$ cat src/fcfl_pkg.sv
// Constants for the floating-point compare and classify flag block.
// Assumes an AXI4-Lite master with 32-bit data and byte addressing.
package fcfl_pkg;

  // ----------------------------------------------------------------
  // Register byte offsets
  // ----------------------------------------------------------------
  localparam logic [7:0] FCFL_OFF_COMMAND = 8'h00;
  localparam logic [7:0] FCFL_OFF_PUSH = 8'h04;
  localparam logic [7:0] FCFL_OFF_STATUS_WORD = 8'h08;
  localparam logic [7:0] FCFL_OFF_INT_FLAGS = 8'h0C;
  localparam logic [7:0] FCFL_OFF_ACCUM = 8'h10;
  localparam logic [7:0] FCFL_OFF_FEATURE = 8'h14;
  localparam logic [7:0] FCFL_OFF_IRQ_STATUS = 8'h18;
  localparam logic [7:0] FCFL_OFF_IRQ_CLEAR = 8'h1C;
  localparam logic [7:0] FCFL_OFF_IRQ_ENABLE = 8'h20;
  localparam logic [7:0] FCFL_OFF_TOP_VALUE = 8'h24;

  // ----------------------------------------------------------------
  // Field positions
  // ----------------------------------------------------------------
  localparam int FCFL_SW_INVALID = 0;
  localparam int FCFL_SW_CC0 = 8;
  localparam int FCFL_SW_CC1 = 9;
  localparam int FCFL_SW_CC2 = 10;
  localparam int FCFL_SW_TOP_LO = 11;
  localparam int FCFL_SW_CC3 = 14;
  localparam int FCFL_IF_CARRY = 0;
  localparam int FCFL_IF_PARITY = 2;
  localparam int FCFL_IF_ZERO = 6;
  localparam int FCFL_IRQ_INVALID = 0;
  localparam int FCFL_IRQ_DONE = 1;
  localparam int FCFL_IRQ_BITS = 2;
  localparam int FCFL_CMD_IDX_LO = 4;

  // ----------------------------------------------------------------
  // Reset values and sizes
  // ----------------------------------------------------------------
  localparam int FCFL_PTR_W = 3;
  localparam logic [FCFL_PTR_W-1:0] FCFL_PTR_RESET = 3'h0;
  localparam logic [FCFL_IRQ_BITS-1:0] FCFL_IRQ_RESET = 2'h0;
  localparam logic [31:0] FCFL_WORD_RESET = 32'h00000000;
  localparam logic [1:0] FCFL_RESP_OKAY = 2'h0;
  localparam logic [1:0] FCFL_RESP_SLVERR = 2'h2;

  // ----------------------------------------------------------------
  // Commands written to the command register
  // ----------------------------------------------------------------
  typedef enum logic [3:0] {
    FCFL_CMD_NOP = 4'h0,
    FCFL_CMD_CMP_INT = 4'h1,
    FCFL_CMD_CMP_INT_POP = 4'h2,
    FCFL_CMD_UCMP_INT = 4'h3,
    FCFL_CMD_UCMP_INT_POP = 4'h4,
    FCFL_CMD_EXAMINE = 4'h5,
    FCFL_CMD_STORE_SW = 4'h6,
    FCFL_CMD_CMP_CC = 4'h7,
    FCFL_CMD_POP = 4'h8
  } fcfl_cmd_t;

  // Examine classes as {cc3, cc2, cc0}
  typedef enum logic [2:0] {
    FCFL_CLS_UNSUPPORTED = 3'h0,
    FCFL_CLS_NAN = 3'h1,
    FCFL_CLS_NORMAL = 3'h2,
    FCFL_CLS_INFINITY = 3'h3,
    FCFL_CLS_ZERO = 3'h4,
    FCFL_CLS_EMPTY = 3'h5,
    FCFL_CLS_DENORMAL = 3'h6
  } fcfl_class_t;

endpackage : fcfl_pkg

$ cat src/fcfl_classify.sv
// Classifier for one single-precision stack entry.
// Assumes the caller supplies the entry's value and its empty tag.
`timescale 1ns/1ps
module fcfl_classify
  import fcfl_pkg::*;
(
  input wire logic [31:0] value,
  input wire logic empty,
  output fcfl_class_t cls,
  output logic is_nan,
  output logic is_snan
);

  logic exp_ones;
  logic exp_zero;
  logic frac_zero;

  // ----------------------------------------------------------------
  // Field decode
  // ----------------------------------------------------------------
  assign exp_ones = &value[30:23];
  assign exp_zero = ~|value[30:23];
  assign frac_zero = ~|value[22:0];
  // Empty slot is not a NaN; callers treat it separately
  assign is_nan = !empty && exp_ones && !frac_zero;
  // Quiet bit low marks a signaling NaN
  assign is_snan = is_nan && !value[22];

  // Single precision has no unsupported encodings
  always_comb
  begin
    if (empty)
      cls = FCFL_CLS_EMPTY;
    else if (is_nan)
      cls = FCFL_CLS_NAN;
    else if (exp_ones)
      cls = FCFL_CLS_INFINITY;
    else if (exp_zero && frac_zero)
      cls = FCFL_CLS_ZERO;
    else if (exp_zero)
      cls = FCFL_CLS_DENORMAL;
    else
      cls = FCFL_CLS_NORMAL;
  end

endmodule : fcfl_classify

$ cat src/fcfl_top.sv
// Floating-point compare and classify flag block with AXI4-Lite registers.
// Assumes one clock MCLK, async active-low RSTN, single-outstanding master.
// Operation
// - Int-flag compare sets zero, parity, carry flags
// - Unordered variant quiet on quiet NaNs
// - Popping forms pop once after update
// - Ordinary compare raises invalid when unordered
// - Examine classifies stack top into condition codes
// - Examine writes sign into condition code one
// - Branching needs status word copied to accumulator
// - Condition codes at 0100H, 0400H, 4000H
// - Test against 0400H isolates unordered result
// - Other operations overwrite codes; store promptly
// - Feature query reports compare support
// - Code compare sets codes three, two, zero
`timescale 1ns/1ps
module fcfl_top
  import fcfl_pkg::*;
#(
  parameter logic COMPARE_SUPPORTED = 1'b1,
  parameter int DEPTH = 8
)
(
  input wire logic MCLK,
  input wire logic RSTN,
  input wire logic [7:0] S_AXI_AWADDR,
  input wire logic S_AXI_AWVALID,
  output logic S_AXI_AWREADY,
  input wire logic [31:0] S_AXI_WDATA,
  input wire logic [3:0] S_AXI_WSTRB,
  input wire logic S_AXI_WVALID,
  output logic S_AXI_WREADY,
  output logic [1:0] S_AXI_BRESP,
  output logic S_AXI_BVALID,
  input wire logic S_AXI_BREADY,
  input wire logic [7:0] S_AXI_ARADDR,
  input wire logic S_AXI_ARVALID,
  output logic S_AXI_ARREADY,
  output logic [31:0] S_AXI_RDATA,
  output logic [1:0] S_AXI_RRESP,
  output logic S_AXI_RVALID,
  input wire logic S_AXI_RREADY,
  output logic ZERO_FLAG,
  output logic PARITY_FLAG,
  output logic CARRY_FLAG,
  output logic IRQ
);

  // ----------------------------------------------------------------
  // Declarations
  // ----------------------------------------------------------------
  logic aw_held;
  logic w_held;
  logic [7:0] wr_addr;
  logic [31:0] wr_data;
  logic do_write;
  logic [31:0] strb_mask;
  logic [31:0] wr_masked;
  logic wr_mapped;
  logic rd_mapped;
  logic [31:0] rd_word;
  logic [31:0] stack_val [DEPTH];
  logic [DEPTH-1:0] tag;
  logic [FCFL_PTR_W-1:0] ptr;
  logic [FCFL_PTR_W-1:0] oth_ptr;
  logic cc0;
  logic cc1;
  logic cc2;
  logic cc3;
  logic invalid_sticky;
  logic [31:0] accum;
  logic [FCFL_IRQ_BITS-1:0] irq_status;
  logic [FCFL_IRQ_BITS-1:0] irq_enable;
  logic [FCFL_IRQ_BITS-1:0] irq_set;
  logic [FCFL_IRQ_BITS-1:0] irq_clear;
  logic [15:0] status_word;
  logic cmd_go;
  logic push_go;
  fcfl_cmd_t cmd;
  logic [31:0] a_val;
  logic [31:0] b_val;
  logic a_empty;
  logic b_empty;
  fcfl_class_t a_cls;
  fcfl_class_t b_cls;
  logic a_nan;
  logic b_nan;
  logic a_snan;
  logic b_snan;
  logic unordered;
  logic rel_eq;
  logic rel_lt;
  logic is_int_cmp;
  logic is_unord_var;
  logic is_pop;
  logic raise_invalid;
  logic push_fault;

  // ----------------------------------------------------------------
  // Write channel: address and data taken in either order
  // ----------------------------------------------------------------
  assign do_write = aw_held && w_held && !S_AXI_BVALID;

  // Ready stays low from take until response, one write in flight
  always_ff @(posedge MCLK or negedge RSTN)
  begin
    if (!RSTN)
    begin
      aw_held <= 1'b0;
      w_held <= 1'b0;
      wr_addr <= 8'h00;
      wr_data <= FCFL_WORD_RESET;
      S_AXI_AWREADY <= 1'b1;
      S_AXI_WREADY <= 1'b1;
      S_AXI_BVALID <= 1'b0;
      S_AXI_BRESP <= FCFL_RESP_OKAY;
    end
    else
    begin
      if (S_AXI_AWVALID && S_AXI_AWREADY)
      begin
        aw_held <= 1'b1;
        wr_addr <= S_AXI_AWADDR;
        S_AXI_AWREADY <= 1'b0;
      end
      if (S_AXI_WVALID && S_AXI_WREADY)
      begin
        w_held <= 1'b1;
        wr_data <= wr_masked;
        S_AXI_WREADY <= 1'b0;
      end
      if (do_write)
      begin
        aw_held <= 1'b0;
        w_held <= 1'b0;
        S_AXI_BVALID <= 1'b1;
        S_AXI_BRESP <= wr_mapped ? FCFL_RESP_OKAY : FCFL_RESP_SLVERR;
      end
      else if (S_AXI_BVALID && S_AXI_BREADY)
      begin
        S_AXI_BVALID <= 1'b0;
        S_AXI_AWREADY <= 1'b1;
        S_AXI_WREADY <= 1'b1;
      end
    end
  end

  // Byte lanes not strobed are written as zero
  always_comb
  begin
    for (int i = 0; i < 4; i++)
      strb_mask[i*8 +: 8] = {8{S_AXI_WSTRB[i]}};
  end
  assign wr_masked = S_AXI_WDATA & strb_mask;

  // Only command, push, clear and enable accept writes
  assign wr_mapped = (wr_addr == FCFL_OFF_COMMAND) || (wr_addr == FCFL_OFF_PUSH)
    || (wr_addr == FCFL_OFF_IRQ_CLEAR) || (wr_addr == FCFL_OFF_IRQ_ENABLE);
  assign cmd_go = do_write && (wr_addr == FCFL_OFF_COMMAND);
  assign push_go = do_write && (wr_addr == FCFL_OFF_PUSH);
  assign cmd = fcfl_cmd_t'(wr_data[3:0]);

  // ----------------------------------------------------------------
  // Operands: stack top and the indexed entry
  // ----------------------------------------------------------------
  assign oth_ptr = ptr + wr_data[FCFL_CMD_IDX_LO +: FCFL_PTR_W];
  assign a_val = stack_val[ptr];
  assign b_val = stack_val[oth_ptr];
  assign a_empty = !tag[ptr];
  assign b_empty = !tag[oth_ptr];

  fcfl_classify u_cls_top (
    .value(a_val),
    .empty(a_empty),
    .cls(a_cls),
    .is_nan(a_nan),
    .is_snan(a_snan)
  );

  fcfl_classify u_cls_other (
    .value(b_val),
    .empty(b_empty),
    .cls(b_cls),
    .is_nan(b_nan),
    .is_snan(b_snan)
  );

  // ----------------------------------------------------------------
  // Relation; empty entries count as unordered operands
  // ----------------------------------------------------------------
  assign unordered = a_nan || b_nan || a_empty || b_empty;

  // Both zeros are equal whatever their signs
  always_comb
  begin
    rel_eq = 1'b0;
    rel_lt = 1'b0;
    if ((a_val[30:0] == 31'h00000000) && (b_val[30:0] == 31'h00000000))
      rel_eq = 1'b1;
    else if (a_val[31] != b_val[31])
      rel_lt = a_val[31];
    else if (a_val[30:0] == b_val[30:0])
      rel_eq = 1'b1;
    else
      rel_lt = a_val[31] ^ (a_val[30:0] < b_val[30:0]);
  end

  // ----------------------------------------------------------------
  // Command decode
  // ----------------------------------------------------------------
  assign is_int_cmp = (cmd == FCFL_CMD_CMP_INT) || (cmd == FCFL_CMD_CMP_INT_POP)
    || (cmd == FCFL_CMD_UCMP_INT) || (cmd == FCFL_CMD_UCMP_INT_POP);
  assign is_unord_var = (cmd == FCFL_CMD_UCMP_INT) || (cmd == FCFL_CMD_UCMP_INT_POP);
  assign is_pop = (cmd == FCFL_CMD_CMP_INT_POP) || (cmd == FCFL_CMD_UCMP_INT_POP)
    || (cmd == FCFL_CMD_POP);
  // Pushing onto an occupied slot is a stack overflow
  assign push_fault = push_go && tag[ptr - 3'h1];

  // Invalid operation decision per compare flavour
  always_comb
  begin
    raise_invalid = push_fault;
    if (cmd_go && (is_int_cmp || (cmd == FCFL_CMD_CMP_CC)))
    begin
      if (is_unord_var)
        raise_invalid = a_snan || b_snan || a_empty || b_empty;
      else
        raise_invalid = unordered;
    end
  end

  // ----------------------------------------------------------------
  // Register stack; pop happens in the same edge as the flag update
  // ----------------------------------------------------------------
  always_ff @(posedge MCLK or negedge RSTN)
  begin
    if (!RSTN)
    begin
      ptr <= FCFL_PTR_RESET;
      tag <= '0;
      for (int i = 0; i < DEPTH; i++)
        stack_val[i] <= FCFL_WORD_RESET;
    end
    else if (push_go && !push_fault)
    begin
      ptr <= ptr - 3'h1;
      tag[ptr - 3'h1] <= 1'b1;
      stack_val[ptr - 3'h1] <= wr_data;
    end
    else if (cmd_go && is_pop)
    begin
      tag[ptr] <= 1'b0;
      ptr <= ptr + 3'h1;
    end
  end

  // ----------------------------------------------------------------
  // Integer status flags
  // ----------------------------------------------------------------
  // zero, parity, carry
  always_ff @(posedge MCLK or negedge RSTN)
  begin
    if (!RSTN)
    begin
      ZERO_FLAG <= 1'b0;
      PARITY_FLAG <= 1'b0;
      CARRY_FLAG <= 1'b0;
    end
    else if (cmd_go && is_int_cmp)
    begin
      ZERO_FLAG <= unordered || rel_eq;
      PARITY_FLAG <= unordered;
      CARRY_FLAG <= unordered || rel_lt;
    end
  end

  // ----------------------------------------------------------------
  // Condition codes
  // ----------------------------------------------------------------
  always_ff @(posedge MCLK or negedge RSTN)
  begin
    if (!RSTN)
    begin
      cc0 <= 1'b0;
      cc1 <= 1'b0;
      cc2 <= 1'b0;
      cc3 <= 1'b0;
    end
    else if (cmd_go)
    begin
      case (cmd)
        FCFL_CMD_CMP_CC:
        begin
          cc3 <= unordered || rel_eq;
          cc2 <= unordered;
          cc0 <= unordered || rel_lt;
          cc1 <= 1'b0;
        end
        FCFL_CMD_EXAMINE:
        begin
          cc3 <= a_cls[2];
          cc2 <= a_cls[1];
          cc0 <= a_cls[0];
          cc1 <= a_val[31];
        end
        default:
        begin
          cc0 <= cc0;
        end
      endcase
    end
  end

  // ----------------------------------------------------------------
  // Status word and its snapshot
  // ----------------------------------------------------------------
  // fixed bit positions
  always_comb
  begin
    status_word = 16'h0000;
    status_word[FCFL_SW_INVALID] = invalid_sticky;
    status_word[FCFL_SW_CC0] = cc0;
    status_word[FCFL_SW_CC1] = cc1;
    status_word[FCFL_SW_CC2] = cc2;
    status_word[FCFL_SW_TOP_LO +: FCFL_PTR_W] = ptr;
    status_word[FCFL_SW_CC3] = cc3;
  end

  // Invalid stays set until a later invalid-free run is irrelevant
  always_ff @(posedge MCLK or negedge RSTN)
  begin
    if (!RSTN)
      invalid_sticky <= 1'b0;
    else if (raise_invalid)
      invalid_sticky <= 1'b1;
  end

  // copy kept past later updates
  // Snapshot shields codes from later examine or compare
  always_ff @(posedge MCLK or negedge RSTN)
  begin
    if (!RSTN)
      accum <= FCFL_WORD_RESET;
    else if (cmd_go && (cmd == FCFL_CMD_STORE_SW))
      accum <= {16'h0000, status_word};
  end

  // ----------------------------------------------------------------
  // Interrupts: sticky status, write-one clear, enable mask
  // ----------------------------------------------------------------
  always_comb
  begin
    irq_set = FCFL_IRQ_RESET;
    irq_set[FCFL_IRQ_INVALID] = raise_invalid;
    irq_set[FCFL_IRQ_DONE] = cmd_go && (cmd != FCFL_CMD_NOP);
    irq_clear = FCFL_IRQ_RESET;
    if (do_write && (wr_addr == FCFL_OFF_IRQ_CLEAR))
      irq_clear = wr_data[FCFL_IRQ_BITS-1:0];
  end

  // Set beats clear in the same cycle so no event is lost
  always_ff @(posedge MCLK or negedge RSTN)
  begin
    if (!RSTN)
      irq_status <= FCFL_IRQ_RESET;
    else
      irq_status <= (irq_status & ~irq_clear) | irq_set;
  end

  always_ff @(posedge MCLK or negedge RSTN)
  begin
    if (!RSTN)
      irq_enable <= FCFL_IRQ_RESET;
    else if (do_write && (wr_addr == FCFL_OFF_IRQ_ENABLE))
      irq_enable <= wr_data[FCFL_IRQ_BITS-1:0];
  end

  // Registered, so it trails the status bit by one cycle
  always_ff @(posedge MCLK or negedge RSTN)
  begin
    if (!RSTN)
      IRQ <= 1'b0;
    else
      IRQ <= |(irq_status & irq_enable);
  end

  // ----------------------------------------------------------------
  // Read channel
  // ----------------------------------------------------------------
  always_comb
  begin
    rd_word = FCFL_WORD_RESET;
    rd_mapped = 1'b1;
    case (S_AXI_ARADDR)
      FCFL_OFF_STATUS_WORD: rd_word = {16'h0000, status_word};
      FCFL_OFF_INT_FLAGS:
      begin
        rd_word[FCFL_IF_ZERO] = ZERO_FLAG;
        rd_word[FCFL_IF_PARITY] = PARITY_FLAG;
        rd_word[FCFL_IF_CARRY] = CARRY_FLAG;
      end
      FCFL_OFF_ACCUM: rd_word = accum;
      FCFL_OFF_FEATURE: rd_word[0] = COMPARE_SUPPORTED;
      FCFL_OFF_IRQ_STATUS: rd_word[FCFL_IRQ_BITS-1:0] = irq_status;
      FCFL_OFF_IRQ_ENABLE: rd_word[FCFL_IRQ_BITS-1:0] = irq_enable;
      FCFL_OFF_TOP_VALUE: rd_word = a_val;
      // Write-only registers read as zero
      FCFL_OFF_COMMAND: rd_word = FCFL_WORD_RESET;
      FCFL_OFF_PUSH: rd_word = FCFL_WORD_RESET;
      FCFL_OFF_IRQ_CLEAR: rd_word = FCFL_WORD_RESET;
      default: rd_mapped = 1'b0;
    endcase
  end

  // Data captured at address take, answered the next cycle
  always_ff @(posedge MCLK or negedge RSTN)
  begin
    if (!RSTN)
    begin
      S_AXI_ARREADY <= 1'b1;
      S_AXI_RVALID <= 1'b0;
      S_AXI_RDATA <= FCFL_WORD_RESET;
      S_AXI_RRESP <= FCFL_RESP_OKAY;
    end
    else if (S_AXI_ARVALID && S_AXI_ARREADY)
    begin
      S_AXI_ARREADY <= 1'b0;
      S_AXI_RVALID <= 1'b1;
      S_AXI_RDATA <= rd_word;
      S_AXI_RRESP <= rd_mapped ? FCFL_RESP_OKAY : FCFL_RESP_SLVERR;
    end
    else if (S_AXI_RVALID && S_AXI_RREADY)
    begin
      S_AXI_RVALID <= 1'b0;
      S_AXI_ARREADY <= 1'b1;
    end
  end

endmodule : fcfl_top

$ cat config.mk
export PLATFORM = sky130hd
export DESIGN_NAME = fcfl_top
export DESIGN_NICKNAME = d
export VERILOG_FILES = /design/src/fcfl_pkg.sv /design/src/fcfl_classify.sv /design/src/fcfl_top.sv
export SDC_FILE = /design/constraint.sdc
export NUM_CORES = 1
export LEC_CHECK = 0
export BUFFER_PORTS_ARGS = -buffer_cell sky130_fd_sc_hd__buf_4
export CAP_MARGIN = 20
export CORE_UTILIZATION = 45
export DETAILED_ROUTE_END_ITERATION = 10
export GPL_ROUTABILITY_DRIVEN = 0
export SKIP_LAST_GASP = 1
export SLEW_MARGIN = 10
export SYNTH_ARGS = -nofsm -noshare
export SYNTH_HDL_FRONTEND = slang
export SYNTH_SLANG_ARGS = --single-unit
$ cat constraint.sdc
create_clock -name MCLK -period 5.6 [get_ports MCLK]
set_input_delay 0.28 -clock MCLK [delete_from_list [all_inputs] [get_ports MCLK]]
set_output_delay 0.28 -clock MCLK [all_outputs]
set_load 0.02 [all_outputs]
## Word-level counts from Yosys, hierarchy flattened

Index checks and enable logic that the tools add are counted.

- Add/sub/neg operators: 3
- Order comparisons: 10
- Equality and inequality tests: 22
- Muxes and demuxes: 66
- Bitwise operators: 12
- Reductions and logical operators: 74

Operator list:

| kind | count |
|---|---|
| $bwmux W256 | 1 |
| $bmux W32 S3 | 2 |
| $mux W32 | 5 |
| $demux W32 S3 | 1 |
| $pmux W25 S3 | 1 |
| $logic_not A31 Y1 | 2 |
| $reduce_or A23 Y1 | 2 |
| $eq A8 B5 Y1 const B | 5 |
| $and A32 B32 Y32 | 1 |
| $eq A31 B31 Y1 | 1 |
| $lt A31 B31 Y1 | 1 |
| $mux W1 | 30 |
| $logic_and A1 B1 Y1 | 29 |
| $eq A8 B6 Y1 const B | 3 |
| $mux W3 | 8 |
| $logic_or A1 B1 Y1 | 18 |
| $eq A4 B3 Y1 const B | 4 |
| $eq A8 B3 Y1 const B | 2 |
| $eq A8 B4 Y1 const B | 2 |
| $logic_not A8 Y1 | 2 |
| $mux W8 | 2 |
| $reduce_and A8 Y1 | 2 |
| $ge A4 B4 Y1 const B | 3 |
| $lt A3 B4 Y1 const B | 3 |
| 30 further kinds | 57 |

- Register bits after elaboration: 371
- Input port bits: 59
- Output and inout bits: 45

## Logic depth before layout (Yosys ltp)

- Word-level depth: 15
- Depth in mapped cells: 21
- Mapped depth without buffers: 15

## Hierarchy

From an unflattened synthesis, not the netlist that was laid out.

- Cell total of the unflattened synthesis: 1,853
- Area total of the unflattened synthesis: 20,860.0 µm²

Modules (own cells, without submodules):

| module | times used | cells an instance | area an instance (µm²) | sequential area each (µm²) |
|---|---|---|---|---|
| fcfl_top | 1 | 1,815 | 20,619.8 | 9,237.6 |
| fcfl_classify | 2 | 19 | 120.1 | 0.0 |

## Worst setup path before layout

Ideal clock, no wire load.

- Path kind: reg-to-reg
- From: register ptr[1]
- To: register CARRY_FLAG
- Arrival time: 4,805 ps
- Required time: 5,518 ps
- Setup slack: 713 ps
- Stages on the path, launching flop included: 20
- Buffers on the path: 6
- Clock period less this slack: 4,887 ps
- Cell sequence: dfrtp_1 clkbuf_1 inv_1 clkbuf_1 clkbuf_1 buf_1 fa_1 clkbuf_1 clkbuf_1 mux4_2 mux2_2 inv_1 ha_1 a21o_1 a221o_1 a221oi_1 o21a_1 nand4_1 a32o_1 a31oi_1

- Longest elaborated chain between the ends: 12
- Elaborated cells between the ends (all ways): 37
- Classes of those cells: add/sub (1); order compare (1); eq/ne (2); mux (13); bitwise (3); reduce/logical (17)

RTL lines:

| element | line | text |
|---|---|---|
| from (decl) | fcfl_top.sv:64 | `logic [FCFL_PTR_W-1:0] ptr;` |
| from (signal assigned) | fcfl_top.sv:246 | `ptr <= ptr - 3'h1;` |
| from (signal assigned) | fcfl_top.sv:253 | `ptr <= ptr + 3'h1;` |
| parallel branches: the longest is 11 deep, another holds $lt A31 B31 Y1 | -- |  |
| $logic_or A1 B1 Y1 (*) | fcfl_top.sv:273 | `CARRY_FLAG <= unordered \|\| rel_lt;` |
| to (signal assigned) | fcfl_top.sv:273 |  |
| to (decl) | fcfl_top.sv:45 | `output logic CARRY_FLAG,` |

Mark *: on every way between the ends. The select of a mux whose other input is x is not followed.
A chain may end at the register's enable or synchronous reset.

## Final worst setup path

- From: register ptr[0]
- To: register CARRY_FLAG

The elaborated chain is that of the path after synthesis.

==> impl_metrics.tcl <==
set metrics [dict create \
    outcome "completed" \
    fp.coreArea_um2 43400 \
    worstSetupPathType "reg -> reg" \
    clk_pin_slew_ps 60 \
    drc 0 \
    ctsRootBufferMaster "clkbuf_16" \
    antenna_found_initial 0 \
    cp_num_buf_inv 3 \
    synth_area_um2 19900 \
    cts_buffers 42 \
    setup_tns_ps 0 \
    timing.hold.ws_ps 16.7 \
    hp-class "in -> reg" \
    ys_seq_elements 369 \
    crit_slowest_cell "fa_2" \
    setup_viol 0 \
    synth_ff_type "dfrtp_1" \
    ys_seq_area_share_pct 46.3 \
    io_pins 104 \
    die_h_um 213 \
    grt_max_degree 137 \
    routed_wl_um 57600 \
    insertion_delay_ps 580 \
    fillers 3738 \
    detailroute.wirelength.met3_um 4020 \
    crit_top_cell "inv_1" \
    grt_first_pass_wirelength_um 89900 \
    ir_drop_mv 0.307 \
    cts_setup_buffers 0 \
    wire_per_inst_um 24.3 \
    fmax_mhz 210 \
    crit_fanout 29 \
    yosysTopAreaCell "dfrtp_1" \
    hpwl_um 38400 \
    async_flop_share_pct 100 \
    critPathMaxStageDelay_ps 800 \
    grt_pass1_vias 14637 \
    combPwrFrac_pct 30.5 \
    synth_most_common_cell "dfrtp_1" \
    p_leak_nw 10.9 \
    skew_ps 17.4 \
    synth_top_area_share_pct 45.9 \
    cts.sinks 369 \
    vias 14335 \
    viasPerCell 6.04 \
    avgSynthCellArea_um2 12.2 \
    die_area_um2 45200 \
    worstPathRequired_ps 6090 \
    placed_area_um2 21400 \
    gr-total-overflow 0 \
    portBuffers 101 \
    die-width_um 213 \
    power.density_nw_per_um2 381 \
    met2_length_um 27200 \
    cp.arrival_ps 5250 \
    cts_resized 0 \
    antenna_cells 0 \
    crit_path_start_kind "register" \
    min_period_ps 4760 \
    drv_cap 0 \
    syn_inst 1635 \
    p_sw_w 0.00320 \
    final_layout_size_suffix_gt1_share_pct 33.5 \
    end_kind "register" \
    path_cells "ha_4 > inv_1 > fa_2 > buf_12 > mux4_2 > mux2_2 > inv_1 > ha_1 > a21o_1 > a221o_1 > a221oi_1 > o21a_1 > nand4_1 > a32o_1 > a31oi_1" \
    power_frac_seq_pct 38.4 \
    grt.total_usage_pct 26.5 \
    timing.final.crit_share_pct 84.9 \
    rows 76 \
    synth_area_leaders "dfrtp_1 46%, mux2_2 14%, mux4_2 12%" \
    cp_top_family "compound AO/OA/AOI/OAI gates" \
    dr.max_layer_used "met4" \
    finalHoldViolCount 0 \
    yosys_warnings 0 \
    dr.pass1.iters 5 \
    synth.top_cells.by_count "366 x dfrtp_1, 273 x nand2_1, 252 x mux2_2" \
    clockPowerShare_pct 31.1 \
    rsz0062_at_grt "false" \
    design_area_um2 23300 \
    start_util_pct 46.0 \
    worst_slew_pin_slew_ps 1030 \
    max-slew-margin-rel_pct 30.1 \
    yosysUniqueCellTypes 81 \
    drtIter0Drc 1127 \
    swShare_pct 36.1 \
    ant_nets 0 \
    cts_buffer_depth 3 \
    cts_tree "yes" \
    met1Wirelength_um 24700 \
    p_int_w 0.00566 \
    synth_edf_count 0 \
    syn2layout_area_growth_pct 16.6 \
    fin_nets 1851 \
    htree_levels 2 \
    slew_violations 0 \
]
[cells by family (layout without fill, tap and decap cells)]
| group | Yosys count | in the layout | share of synthesized area [%] |
|---|---|---|---|
| AO/OA/AOI/OAI | 208 | 208 | 7.04 |
| AND/OR/NAND/NOR | 460 | 460 | 10.6 |
| multiplexers | 418 | 418 | 30.3 |
| adder cells (fa/ha/maj) | 35 | 35 | 2.23 |
| buffers and inverters | 137 | 291 | 3.13 |
| XOR/XNOR | 7 | 7 | 0.376 |
| other | 1 | 2 | 0.0188 |
| flip-flops | 369 | 369 | 46.3 |
[final timing paths]
check,startpoint,to,slack [ps],cells past startpoint
hold reg to reg,S_AXI_RDATA[0],S_AXI_RDATA[0],480,2
max in group asynchronous,RSTN,stack_val[16],3720,3
min in group asynchronous,RSTN,wr_addr[7],420,2
setup reg to reg,ptr[0],CARRY_FLAG,840,15
setup / recovery,ptr[0],CARRY_FLAG,840,15
hold / removal,S_AXI_WSTRB[1],wr_data[10],20,3
[power by group through the flow]
| stage | logic [W] | clock network, W | registers [W] |
|---|---|---|---|
| global route | 0.00292 | 0.00292 | 0.00346 |
| floorplan | 0.00195 | 0 | 0.00317 |
| detailed placement | 0.00267 | 0 | 0.00344 |
| finish | 0.00270 | 0.00276 | 0.00340 |
| CTS | 0.00272 | 0.00281 | 0.00340 |
| global placement | 0.00263 | 0 | 0.00343 |
[sequential cells by signal, indices dropped and copies added, names as in the netlist, 2 cells and up]
register / count
S_AXI_RDATA: 32
wr_addr: 8
accum: 8
stack_val: 256
wr_data: 32
irq_status: 2
ptr: 3
irq_enable: 2
tag: 8
[routing by layer]
metal,global-route usage [%],vias up
met5,0,-
met4,9.58,0
met3,5.08,105
met2,42.4,526
met1,36.0,7381
li1,-,6323
[what timing repair did]
| action | 4_1_cts | 5_1_grt |
|---|---|---|
| setup endpoints to repair | 0 | 0 |
| hold buffers | 51 | 0 |
| hold endpoints to repair | 162 | 0 |
[placed cells by master, fill, tap and decap left out, types with 9 or more instances in the layout]
master	instances
nor2_1	50
mux2i_1	39
clkbuf_8	9
buf_4	128
a21oi_1	31
dlygate4sd3_1	51
nand4_1	10
nor2b_1	13
mux4_2	110
inv_1	25
mux2_2	252
dfrtp_1	364
ha_1	33
nor4_1	18
clkbuf_16	45
o21ai_0	71
a22o_1	18
clkbuf_1	10
nor3_1	28
nand3_1	10
nand2_1	272
mux4_1	10
nand2b_1	12
[stage by stage]
stage,setup slack [ps],power [W],utilization [%],std cells
5_1_grt,605,0.00929,53.6,2375
3_3_place_gp,996,0.00606,49.3,2247
4_1_cts,891,0.00892,53.6,2375
2_1_floorplan,713,0.00512,-,1636
6_report,844,0.00886,53.6,2375
3_5_place_dp,901,0.00612,49.3,2247
[area by class of cell]
cell class	instances	area (um2)	share of cell area [%]
clock inverter	13	101	0.436
inverter	26	97.6	0.420
tap	585	732	3.15
clock buffer	64	1290	5.54
timing repair buffer	188	1650	7.08
multi-input combinational	1130	10100	43.6
sequential	369	9250	39.7
[worst register-to-register path, cell delays in order, from the launching register on]
cell,delay [ps]
dfrtp_4,770
ha_4,220
inv_1,40
fa_2,800
buf_12,250
mux4_2,330
mux2_2,300
inv_1,80
ha_1,240
a21o_1,160
a221o_1,310
a221oi_1,330
o21a_1,260
nand4_1,120
a32o_1,310
a31oi_1,170
Note: power is estimated with default switching activity, not from simulation.
